### config.mk
export PLATFORM = sky130hd
export DESIGN_NAME = bmm_dev_flat
export DESIGN_NICKNAME = d
export VERILOG_FILES = /design/src/hw/bmm_pkg.sv /design/src/hw/bmm_link_if.sv /design/src/hw/bmm_dev.sv /design/src/flat_wrapper.sv
export SDC_FILE = /design/constraint.sdc
export NUM_CORES = 2
export LEC_CHECK = 0
export BUFFER_PORTS_ARGS = -buffer_cell sky130_fd_sc_hd__buf_2
export CAP_MARGIN = 20
export CORE_ASPECT_RATIO = 0.7
export CORE_MARGIN = 2
export CORE_UTILIZATION = 45
export DETAILED_ROUTE_END_ITERATION = 12
export SLEW_MARGIN = 0
export SYNTH_ARGS = -nofsm -noshare
export SYNTH_HDL_FRONTEND = slang
export SYNTH_SLANG_ARGS = --single-unit
### constraint.sdc
create_clock -name clk_i -period 16.2 [get_ports clk_i]
set_clock_uncertainty 0.15 [all_clocks]
set_input_delay 0.81 -clock clk_i [delete_from_list [all_inputs] [get_ports clk_i]]
set_output_delay 0.81 -clock clk_i [all_outputs]
set_load 0.01 [all_outputs]
### src/hw/bmm_pkg.sv
// Shared constants and types for the memory command layer and its master
// Overview of operation
// - Copy page moves scratchpad page into memory
// - Nonvolatile busy flag high during copy
// - Status read slots answer 0 busy, 1 done
// - Recall loads memory page into scratchpad
// - Temperature command starts conversion at once
// - Temperature busy flag high while converting
// - Temperature status reads 0 busy, 1 done
// - Voltage command starts conversion, sets busy
// - Input select bit chooses converted voltage
// - Voltage done clears busy, stores page0 result
// - Other commands still run during voltage conversion
// - Voltage status reads 0 busy, 1 done
// - Temperature conversion ends within 10 ms
// - Voltage conversion ends within 4 ms
// - Copy finishes within 10 ms
// - Scratchpad read gives eight bytes then CRC
// - Scratchpad write stores up to eight bytes
// - Config byte write enables accumulators immediately
// - Page zero holds measurement results
// - Reserved bits and bytes past CRC read ones
// - Write starts at byte zero, reset ends
package bmm_pkg;
  localparam int CLK_HZ  = 20_000_000;
  localparam int TEMP_MS = 10;
  localparam int ADC_MS  = 4;
  localparam int COPY_MS = 10;
  localparam int TEMP_CYC_N = CLK_HZ / 1000 * TEMP_MS;
  localparam int ADC_CYC_N  = CLK_HZ / 1000 * ADC_MS;
  localparam int COPY_CYC_N = CLK_HZ / 1000 * COPY_MS;
  localparam logic [17:0] TEMP_CYC = 18'(TEMP_CYC_N);
  localparam logic [17:0] ADC_CYC  = 18'(ADC_CYC_N);
  localparam logic [17:0] COPY_CYC = 18'(COPY_CYC_N);

  localparam logic [7:0] CMD_WRITE_SP = 8'h4E;
  localparam logic [7:0] CMD_READ_SP  = 8'hBE;
  localparam logic [7:0] CMD_COPY_SP  = 8'h48;
  localparam logic [7:0] CMD_RECALL   = 8'hB8;
  localparam logic [7:0] CMD_CONV_T   = 8'h44;
  localparam logic [7:0] CMD_CONV_V   = 8'hB4;
  localparam logic [7:0] PAGE_LAST    = 8'h07;
  localparam logic [7:0] IDLE_BYTE    = 8'hFF;
  localparam logic [7:0] BUSY_BYTE    = 8'h00;
  localparam logic [7:0] CRC_POLY     = 8'h8C;
  localparam logic [3:0] PAGE_BYTES   = 4'h8;
  localparam logic [3:0] CRC_IDX      = 4'h8;
  localparam logic [3:0] END_IDX      = 4'h9;

  // Page zero layout, bit positions of the status/config byte
  localparam int BIT_CUR_ACC  = 0;
  localparam int BIT_CHG_ACC  = 1;
  localparam int BIT_SHADOW   = 2;
  localparam int BIT_AD_SEL   = 3;
  localparam int BIT_TEMP_BSY = 4;
  localparam int BIT_NV_BSY   = 5;
  localparam int BIT_ADC_BSY  = 6;
  localparam int BIT_RSVD     = 7;
  localparam int OFS_TEMP     = 8;
  localparam int OFS_VOLT     = 24;
  localparam int OFS_CURR     = 40;

  typedef enum logic [1:0] {POLL_TEMP, POLL_ADC, POLL_NV} bmm_poll_type;
endpackage : bmm_pkg

### src/hw/bmm_link_if.sv
// Byte-level link between the bus master and the memory command layer
`timescale 1ns/1ps
interface bmm_link_if;
  logic       bus_rst;
  logic       tx_valid;
  logic [7:0] tx_data;
  logic       rx_req;
  logic       rx_valid;
  logic [7:0] rx_data;

  modport host (
    output bus_rst,
    output tx_valid,
    output tx_data,
    output rx_req,
    input  rx_valid,
    input  rx_data
  );
  modport dev (
    input  bus_rst,
    input  tx_valid,
    input  tx_data,
    input  rx_req,
    output rx_valid,
    output rx_data
  );
endinterface : bmm_link_if

### src/hw/bmm_dev.sv
// Device end: memory and conversion command interpreter
`timescale 1ns/1ps
module bmm_dev #(
  parameter logic [17:0] TEMP_CYC = bmm_pkg::TEMP_CYC,
  parameter logic [17:0] ADC_CYC  = bmm_pkg::ADC_CYC,
  parameter logic [17:0] COPY_CYC = bmm_pkg::COPY_CYC
) (
  input  wire logic        clk_i,
  input  wire logic        rst_n_i,
  bmm_link_if.dev          link,
  input  wire logic [15:0] temp_result_i,
  input  wire logic [15:0] volt_vdd_i,
  input  wire logic [15:0] volt_aux_i,
  input  wire logic [15:0] current_i,
  output logic             temperature_busy_flag_o,
  output logic             adc_busy_flag_o,
  output logic             nonvolatile_busy_flag_o,
  output logic             integrated_current_accumulator_o,
  output logic             charge_accumulator_enable_o,
  output logic             accumulator_shadow_enable_o,
  output logic             adc_sel_vdd_o
);
  import bmm_pkg::*;

  // ---------------------------------------------------------------
  // State
  // ---------------------------------------------------------------
  typedef enum logic [2:0] {
    S_CMD, S_PAGE, S_WRITE, S_READ, S_STATUS, S_IGNORE
  } bmm_dev_state_type;

  typedef struct packed {
    bmm_dev_state_type st;
    logic [7:0]        cmd;
    logic [2:0]        page;
    logic [3:0]        idx;
    bmm_poll_type      poll;
    logic [7:0][63:0]  sp;
    logic [7:0][63:0]  mem;
    logic [17:0]       t_cnt;
    logic [17:0]       a_cnt;
    logic [17:0]       c_cnt;
    logic              t_bsy;
    logic              a_bsy;
    logic              c_bsy;
    logic              rx_valid;
    logic [7:0]        rx_data;
  } bmm_dev_reg_type;

  bmm_dev_reg_type r_ff;
  bmm_dev_reg_type nxt_r;

  // ---------------------------------------------------------------
  // CRC over one page, least significant bit first
  // ---------------------------------------------------------------
  function automatic logic [7:0] bmm_crc8(input logic [63:0] d);
    logic [7:0] c;
    logic       fb;
    c  = 8'h00;
    fb = 1'b0;
    for (int i = 0; i < 64; i++) begin
      fb = c[0] ^ d[i];
      c  = {1'b0, c[7:1]};
      if (fb) begin
        c = c ^ CRC_POLY;
      end
    end
    return c;
  endfunction : bmm_crc8

  logic [7:0] cfg_byte;
  logic [7:0] rd_byte;
  logic       poll_busy;

  always_comb begin
    // Busy bits are live, reserved bit always reads one
    cfg_byte = r_ff.mem[0][7:0];
    cfg_byte[BIT_TEMP_BSY] = r_ff.t_bsy;
    cfg_byte[BIT_NV_BSY]   = r_ff.c_bsy;
    cfg_byte[BIT_ADC_BSY]  = r_ff.a_bsy;
    cfg_byte[BIT_RSVD]     = 1'b1;
    if (r_ff.idx == CRC_IDX) begin
      rd_byte = bmm_crc8(r_ff.sp[r_ff.page]);
    end else if (r_ff.idx > CRC_IDX) begin
      rd_byte = IDLE_BYTE;
    end else if (r_ff.page == 3'd0 && r_ff.idx == 4'd0) begin
      rd_byte = cfg_byte;
    end else begin
      rd_byte = r_ff.sp[r_ff.page][{r_ff.idx[2:0], 3'b000} +: 8];
    end
    case (r_ff.poll)
      POLL_TEMP: poll_busy = r_ff.t_bsy;
      POLL_ADC:  poll_busy = r_ff.a_bsy;
      POLL_NV:   poll_busy = r_ff.c_bsy;
      default:   poll_busy = 1'b0;
    endcase
  end

  // ---------------------------------------------------------------
  // Next state
  // ---------------------------------------------------------------
  always_comb begin
    nxt_r = r_ff;
    nxt_r.rx_valid = 1'b0;

    // Timers run on regardless of the command state
    if (r_ff.t_cnt != 18'd0) begin
      nxt_r.t_cnt = r_ff.t_cnt - 18'd1;
      if (r_ff.t_cnt == 18'd1) begin
        nxt_r.t_bsy = 1'b0;
        nxt_r.mem[0][OFS_TEMP +: 16] = temp_result_i;
      end
    end
    if (r_ff.a_cnt != 18'd0) begin
      nxt_r.a_cnt = r_ff.a_cnt - 18'd1;
      if (r_ff.a_cnt == 18'd1) begin
        nxt_r.a_bsy = 1'b0;
        if (r_ff.mem[0][BIT_AD_SEL]) begin
          nxt_r.mem[0][OFS_VOLT +: 16] = volt_vdd_i;
        end else begin
          nxt_r.mem[0][OFS_VOLT +: 16] = volt_aux_i;
        end
      end
    end
    if (r_ff.c_cnt != 18'd0) begin
      nxt_r.c_cnt = r_ff.c_cnt - 18'd1;
      if (r_ff.c_cnt == 18'd1) begin
        nxt_r.c_bsy = 1'b0;
      end
    end

    // Read slots: one answer byte the cycle after each request
    if (link.rx_req) begin
      nxt_r.rx_valid = 1'b1;
      case (r_ff.st)
        S_READ: begin
          nxt_r.rx_data = rd_byte;
          if (r_ff.idx != END_IDX) begin
            nxt_r.idx = r_ff.idx + 4'd1;
          end
        end
        S_STATUS: begin
          nxt_r.rx_data = poll_busy ? BUSY_BYTE : IDLE_BYTE;
        end
        default:  nxt_r.rx_data = IDLE_BYTE;
      endcase
    end

    if (link.tx_valid) begin
      case (r_ff.st)
        S_CMD: begin
          nxt_r.cmd = link.tx_data;
          case (link.tx_data)
            CMD_CONV_T: begin
              nxt_r.t_cnt = TEMP_CYC;
              nxt_r.t_bsy = 1'b1;
              nxt_r.poll  = POLL_TEMP;
              nxt_r.st    = S_STATUS;
            end
            CMD_CONV_V: begin
              nxt_r.a_cnt = ADC_CYC;
              nxt_r.a_bsy = 1'b1;
              nxt_r.poll  = POLL_ADC;
              nxt_r.st    = S_STATUS;
            end
            CMD_WRITE_SP, CMD_READ_SP, CMD_COPY_SP, CMD_RECALL: begin
              nxt_r.st = S_PAGE;
            end
            default: nxt_r.st = S_IGNORE;
          endcase
        end
        S_PAGE: begin
          nxt_r.page = link.tx_data[2:0];
          nxt_r.idx  = 4'd0;
          if (link.tx_data > PAGE_LAST) begin
            nxt_r.st = S_IGNORE;
          end else begin
            case (r_ff.cmd)
              CMD_WRITE_SP: nxt_r.st = S_WRITE;
              CMD_READ_SP:  nxt_r.st = S_READ;
              CMD_COPY_SP: begin
                // Page lands at once; busy models the write time only
                nxt_r.mem[link.tx_data[2:0]] =
                  r_ff.sp[link.tx_data[2:0]];
                nxt_r.c_cnt = COPY_CYC;
                nxt_r.c_bsy = 1'b1;
                nxt_r.poll  = POLL_NV;
                nxt_r.st    = S_STATUS;
              end
              default: begin
                nxt_r.sp[link.tx_data[2:0]] =
                  r_ff.mem[link.tx_data[2:0]];
                if (link.tx_data[2:0] == 3'd0) begin
                  nxt_r.sp[0][OFS_CURR +: 16] = current_i;
                end
                nxt_r.st = S_IGNORE;
              end
            endcase
          end
        end
        S_WRITE: begin
          if (r_ff.idx < PAGE_BYTES) begin
            nxt_r.sp[r_ff.page][{r_ff.idx[2:0], 3'b000} +: 8] =
              link.tx_data;
            nxt_r.idx = r_ff.idx + 4'd1;
            if (r_ff.page == 3'd0 && r_ff.idx == 4'd0) begin
              // Config takes effect without a copy
              nxt_r.mem[0][3:0] = link.tx_data[3:0];
            end
          end
        end
        default: nxt_r.st = r_ff.st;
      endcase
    end

    // Conversions and copy keep running across a bus reset
    if (link.bus_rst) begin
      nxt_r.st  = S_CMD;
      nxt_r.idx = 4'd0;
    end
  end

  // ---------------------------------------------------------------
  // Registers
  // ---------------------------------------------------------------
  always_ff @(posedge clk_i or negedge rst_n_i) begin
    if (!rst_n_i) begin
      r_ff <= '0;
    end else begin
      r_ff <= nxt_r;
    end
  end

  // ---------------------------------------------------------------
  // Outputs
  // ---------------------------------------------------------------
  assign link.rx_valid = r_ff.rx_valid;
  assign link.rx_data  = r_ff.rx_data;
  assign temperature_busy_flag_o          = r_ff.t_bsy;
  assign adc_busy_flag_o                  = r_ff.a_bsy;
  assign nonvolatile_busy_flag_o          = r_ff.c_bsy;
  assign integrated_current_accumulator_o = r_ff.mem[0][BIT_CUR_ACC];
  assign charge_accumulator_enable_o      = r_ff.mem[0][BIT_CHG_ACC];
  assign accumulator_shadow_enable_o      = r_ff.mem[0][BIT_SHADOW];
  assign adc_sel_vdd_o                    = r_ff.mem[0][BIT_AD_SEL];
endmodule : bmm_dev

### src/flat_wrapper.sv
// flat-port wrapper written by rule: the top's interface ports become plain ports
module bmm_dev_flat import bmm_pkg::*;
#(
  parameter logic [17:0] TEMP_CYC = bmm_pkg::TEMP_CYC,
  parameter logic [17:0] ADC_CYC  = bmm_pkg::ADC_CYC,
  parameter logic [17:0] COPY_CYC = bmm_pkg::COPY_CYC
)
  (clk_i, rst_n_i, temp_result_i, volt_vdd_i, volt_aux_i, current_i, temperature_busy_flag_o, adc_busy_flag_o, nonvolatile_busy_flag_o, integrated_current_accumulator_o, charge_accumulator_enable_o, accumulator_shadow_enable_o, adc_sel_vdd_o, link_bus_rst, link_tx_valid, link_tx_data, link_rx_req, link_rx_valid, link_rx_data);
  bmm_link_if link_i ();
  input  wire logic clk_i;
  input  wire logic rst_n_i;
  input  wire logic [15:0] temp_result_i;
  input  wire logic [15:0] volt_vdd_i;
  input  wire logic [15:0] volt_aux_i;
  input  wire logic [15:0] current_i;
  output logic temperature_busy_flag_o;
  output logic adc_busy_flag_o;
  output logic nonvolatile_busy_flag_o;
  output logic integrated_current_accumulator_o;
  output logic charge_accumulator_enable_o;
  output logic accumulator_shadow_enable_o;
  output logic adc_sel_vdd_o;
  input wire logic [$bits(link_i.bus_rst)-1:0] link_bus_rst;
  input wire logic [$bits(link_i.tx_valid)-1:0] link_tx_valid;
  input wire logic [$bits(link_i.tx_data)-1:0] link_tx_data;
  input wire logic [$bits(link_i.rx_req)-1:0] link_rx_req;
  output wire logic [$bits(link_i.rx_valid)-1:0] link_rx_valid;
  output wire logic [$bits(link_i.rx_data)-1:0] link_rx_data;
  assign link_i.bus_rst = link_bus_rst;
  assign link_i.tx_valid = link_tx_valid;
  assign link_i.tx_data = link_tx_data;
  assign link_i.rx_req = link_rx_req;
  assign link_rx_valid = link_i.rx_valid;
  assign link_rx_data = link_i.rx_data;
  bmm_dev #(.TEMP_CYC(TEMP_CYC), .ADC_CYC(ADC_CYC), .COPY_CYC(COPY_CYC)) u_core (.clk_i(clk_i), .rst_n_i(rst_n_i), .link(link_i), .temp_result_i(temp_result_i), .volt_vdd_i(volt_vdd_i), .volt_aux_i(volt_aux_i), .current_i(current_i), .temperature_busy_flag_o(temperature_busy_flag_o), .adc_busy_flag_o(adc_busy_flag_o), .nonvolatile_busy_flag_o(nonvolatile_busy_flag_o), .integrated_current_accumulator_o(integrated_current_accumulator_o), .charge_accumulator_enable_o(charge_accumulator_enable_o), .accumulator_shadow_enable_o(accumulator_shadow_enable_o), .adc_sel_vdd_o(adc_sel_vdd_o));
endmodule
-- Word level (Yosys, flattened, before mapping)
Index checks and enable logic that the tools add are counted.
- flip-flop bits (word level): 1110
- input bits: 77
- output and inout port bits: 16
- word-level logic and storage cells: 424
- add/subtract/negate cells: 5
- order comparisons: 7
- eq/ne operators: 26
- shifts and indexed selects: 3
- muxes and demuxes: 200
- bitwise gates (word level): 127
- reductions and logical operators: 25
- operators with widths (kind ; count):
    $bwmux W512 ; 3
    $mux W512 ; 3
    $mux W1101 ; 1
    $mux W8 ; 132
    $mux W1026 ; 1
    $pmux W512 S2 ; 1
    $bmux W64 S3 ; 3
    $mux W508 ; 1
    $demux W64 S3 ; 2
    $mux W64 ; 5
    $not A2 Y3 ; 63
    $mux W18 ; 8
    $mux W16 ; 6
    $shift A8 B8 Y64 const A ; 1
    $shiftx A64 B7 Y8 ; 1
    $shiftx A8 B8 Y64 ; 1
    $xor A1 B1 Y1 ; 63
    $eq A18 B1 Y1 const B ; 3
    $reduce_bool A18 Y1 ; 3
    $sub A18 B1 Y18 const B ; 3
    $eq A8 B7 Y1 const B ; 5
    $mux W36 ; 1
    $eq A8 B8 Y1 const B ; 4
    $mux W4 ; 7
    41 further kinds ; 72

-- Depth between registers and ports, before layout
- depth after elaboration: 195
- gate-level depth with buffers: 24
- depth with buffers taken out: 15

-- Worst setup path before layout
OpenSTA, ideal clock, no wires.
- kind: reg2reg
- start point: reg u_core.r_ff[1096] (netlist name)
- end point: reg u_core.r_ff (netlist bit u_core.link.rx_data[7])
- setup time: 0.104 ns
- arrival time: 5.729 ns
- required time: 15.946 ns
- setup slack: 10.217 ns
- stages on the path, launching flop included: 17
- path buffers: 1
- period minus slack after synthesis: 5.983 ns
- path through: dfrtp_1 buf_4 mux4_2 mux2i_4 xor2_4 xnor3_1 xnor2_2 xor3_1 xnor3_1 xnor3_2 xnor3_1 xor2_2 xor3_1 xnor3_2 xnor3_2 xnor2_1 a221oi_1
- longest elaborated chain between the ends: 162
- elaborated cells on any way between the ends: 255
- classes of those cells: shift: 1; mux: 133; bitwise: 119; reduce/logical: 2
- RTL lines (item ; line ; source):
    start: declaration ; bmm_dev.sv:50 ; bmm_dev_reg_type r_ff;
    start signal: assignment ; bmm_dev.sv:230 ; r_ff <= nxt_r;
    $bmux W64 S3 ; bmm_dev.sv:83, bmm_dev.sv:89 ;
    $mux W64 (not written as such) ; bmm_dev.sv:83, bmm_dev.sv:89 ;
    $mux W8 ; bmm_dev.sv:64 ; if (fb) begin
    $mux W8 ; bmm_dev.sv:82 ; if (r_ff.idx == CRC_IDX) begin
    $mux W8 / $not A2 Y3 (equally long branches) ; -- ;
    $mux W8, on equally long branches ; bmm_dev.sv:82, bmm_dev.sv:64 ;
    $mux W8, on equally long branches ; bmm_dev.sv:64, bmm_dev.sv:82 ;
    $mux W8, on equally long branches ; bmm_dev.sv:82, bmm_dev.sv:64 ;
    [146 not listed] ; -- ;
    $mux W8 ; bmm_dev.sv:64 ;
    $mux W8 ; bmm_dev.sv:82 ;
    $mux W8 ; bmm_dev.sv:64 ;
    $mux W8 ; bmm_dev.sv:82 ;
    $xor A1 B1 Y1 ; bmm_dev.sv:62 ; fb = c[0] ^ d[i];
    $mux W8 ; bmm_dev.sv:64 ;
    $mux W8 * ; bmm_dev.sv:82 ;
    $pmux W8 S2 * ; bmm_dev.sv:135 ; case (r_ff.st)
Mark *: on every way between the ends. The rest lies on a longest branch, timed or not. The select of a mux whose other input is x is not followed.
A chain may end at the register's enable or synchronous reset.

-- Worst setup path in the final report
- start point: reg u_core.r_ff[1098] (netlist name)
- end point: reg u_core.r_ff (netlist bit u_core.link.rx_data[7])
Same word-level chain as after synthesis.

==> summary.txt <==
Status
  – Outcome: finished clean

Power and ir drop
  – Leak: 27.1 nW
  – IR drop worst, VDD: 0.00209 V
  – Pwr dens: between 300 and 400 nW/um^2

Synth
  – Post-Syn Area: roughly 56,000 um^2
  – Syn Area/Cell: ~9.8 um^2
  – Synth area leader: dfrtp_1
  – Syn Inst Count: ~5,800
  – Synth cell count leaders: dfrtp_1, nor2_1, a21oi_1
  – Syn_nets: 5,860
  – Seq/Total Area, Yosys: 49.2%
  – Post-synth top flop: dfrtp_1
  – Synth cell types: 80
  – Post-synth EDFFs: 0
  – Most common cell in the netlist: dfrtp_1
  – Yosys warnings: 0
  – Seq cells post-synth: 1,110
  – Post-synthesis async set-or-reset flop share: 100%
  – Ranking of synthesized cells by area: dfrtp_1, a22o_1, a21oi_1
  – Share of the synthesized area in the top cell type: 49.2%

Placement
  – GP Congestion: 1.03
  – Worst slack, placed: 8360 ps
  – Dpl cells: roughly 7,100
  – HPWL after DPL: 160,000 um
  – Port bufs: 92

Timing
  – Final min period: 7940 ps
  – Final slew viol count: 0
  – Hold Fails Final Rpt: 0
  – Maximum clock rate: 0.126 GHz
  – RSZ-0062 raised after global routing: false
  – Fin Setup TNS: 0 ps
  – PnR worst setup slack: 8260 ps
  – Worst slew pin tran: 1250 ps
  – Period utilization: around half
  – Slew margin rel.: ~17%
  – Final number of setup-violating endpoints: 0

Worst setup path
  – CP Max Fanout: 52
  – Worst EP required: about 17,000 ps
  – Critical path arrival: 8430 ps
  – CP Class: reg2reg
  – Crit path from: u_core.r_ff[1098]$_DFFE_PN0P_
  – Critical R2R Launch: u_core.r_ff[1098]$_DFFE_PN0P_
  – Critical Path Sink Type: flip-flop
  – Type of origin of the critical path: flip-flop

Route
  – Vias: 51,800
  – DR vias/cell: a little over 7
  – Drt drc: 0
  – First DRT Iteration DRCs: 7,824
  – Mean routed wirelength per cell: approximately 34 um
  – Drt pass-1 iters: 9
  – Final wirelength: roughly 250,000 um
  – Antenna Nets Post-Route: 0

GRT
  – GRT Overall Usage: 38.1%
  – First-pass GRT wire length: 356,000 um
  – GRT overflow: 0
  – Antenna violations before repair: 7
  – Largest net degree at the start of global routing: 177
  – Vias in the first global route: 48,400

Die
  – Die Height: between 300 and 400 um
  – Core Area: 124,000 um^2
  – # rows: 108
  – Initial core utilization: between 40 and 50%
  – Die ar.: ~130,000 um^2
  – I/O Pins: 93
  – Die X: 427 um

CTS
  – Root Buffer: clkbuf_16
  – # clock sinks: approximately 1,100
  – Worst skew pair latency: 760 ps
  – Bufs on Longest Clock Path: 3
  – Setup Fix Bufs, Post-CTS: 0
  – Clock-pin transition on the worst setup and hold timing paths: approximately 80 ps
  – CTS H-tree lvls: 3
  – Number of buffers created by CTS: 110
  – CTS tree: built

Final layout
  – Layout Cells excl Fill: between 7,000 and 8,000
  – Final core utilization: between 40% and 50%
  – Nets@finish: 5,672
  – Share of layout cells above drive strength 1: between 10% and 20%
  – Area grow syn2layout: 9.98%

Hold path
  – HP Class: in2reg
  – Hold path startpoint: temp_result_i[13]

Run
  – Max_cap viols: 0
==> logic make-up (layout without fill, tap and decap cells) <==
| kind of cell | count (synthesis) | after routing | share of synthesized area (%) |
|---|---|---|---|
| compound gates | 2400 | 2400 | 28.0 |
| xor+xnor | 197 | 197 | 4.29 |
| fa+ha+maj | 11 | 11 | 0.244 |
| buf+inv | 570 | 471 | 4.03 |
| flops | 1110 | 1110 | 49.2 |
| mux | 134 | 134 | 3.60 |
| other cells | 0 | 6 | 0 |
| simple gates | 1350 | 1350 | 10.6 |
==> report_power, final <==
| part | internal [W] | switching (W) | leakage [nW] | total [W] |
|---|---|---|---|---|
| clock | 0.00158 | 0.00119 | 1.87 | 0.00278 |
| sequential | 0.00281 | 0.0000689 | 15.2 | 0.00287 |
| combinational | 0.00822 | 0.00710 | 9.97 | 0.0153 |
| total | 0.0126 | 0.00836 | 27.1 | 0.0210 |
==> what timing repair did <==
| item | CTS | global route |
|---|---|---|
| setup endpoints to repair | 0 | 0 |
| hold endpoints to repair | 18 | 0 |
| resized for setup | 0 | 0 |
| hold buffers | 1 | 0 |
==> final cells by class <==
| type | count | area, um^2 |
|---|---|---|
| well taps | 1650 | 2060 |
| multi-input cells | 4092 | 26600 |
| diodes | 6 | 15.0 |
| clock buffers | 150 | 3150 |
| clock inverters | 51 | 658 |
| flip-flops and latches | 1110 | 27800 |
| fillers | 11400 | 62100 |
| repair buffers | 240 | 1660 |
| inverters | 30 | 113 |
==> metal layers <==
layer	global-route usage, %	wire length [um]	vias to the layer above
met1	55.4	103000	25900
li1	-	-	21300
met2	51.5	99800	3886
met4	14.4	11000	4
met3	13.4	34500	709
met5	0	23	-
==> final timing paths <==
| path | slack, ps | to | cells past startpoint |
|---|---|---|---|
| setup reg to reg | 8260 | u_core.link.rx_data[7]$_DFFE_PN0P_ | 16 |
| min in group asynchronous | 540 | u_core.r_ff[90]$_DFF_PN0_ | 2 |
| max in group asynchronous | 12180 | async pin | 5 |
| hold reg to reg | 340 | u_core.r_ff[64]$_DFF_PN0_ | 2 |
| hold / removal | 170 | u_core.r_ff[87]$_DFF_PN0_ | 3 |
| setup / recovery | 8260 | u_core.link.rx_data[7]$_DFFE_PN0P_ | 16 |
==> metrics by stage <==
| stage | power [W] | hold WS (ps) | cell area (um^2) |
|---|---|---|---|
| floorplan | 0.0173 | 302 | 56400 |
| global placement | 0.0183 | 317 | 58100 |
| detailed placement | 0.0181 | 326 | 58200 |
| CTS | 0.0209 | 141 | 62000 |
| global route | 0.0214 | 163 | 62000 |
| finish | 0.0210 | 169 | 62100 |
==> placed cells by master (no fill, tap or decap), types with 23 or more instances in the layout <==
cell / instances
a22o_1: 547
mux2_2: 41
a22oi_1: 145
xnor2_1: 107
xor2_1: 38
mux2i_1: 41
mux4_2: 49
xnor3_1: 35
o21ai_0: 414
a21oi_1: 611
clkbuf_16: 111
dfrtp_1: 1107
clkbuf_8: 23
o221ai_1: 71
or4_1: 59
a221oi_1: 74
nand2_1: 364
nor2_1: 630
nand3_1: 26
inv_1: 28
buf_2: 92
clkinv_2: 23
buf_4: 139
nor3_1: 29
o22ai_1: 443
and3_1: 72
==> worst max-delay path: stages, from the launching register on <==
cell and delay, ps:
dfrtp_4 960, buf_4 760, nand2_1 500, o221ai_1 340, a22oi_1 290, xnor2_1 240
xnor2_1 430, xor2_1 410, xnor3_1 600, xnor3_2 520, xnor3_1 460, xor2_2 270
xor3_1 520, xnor3_2 420, xnor3_2 420, xnor2_1 150, a221oi_1 290
No activity file was read; power rests on OpenSTA's default activity.
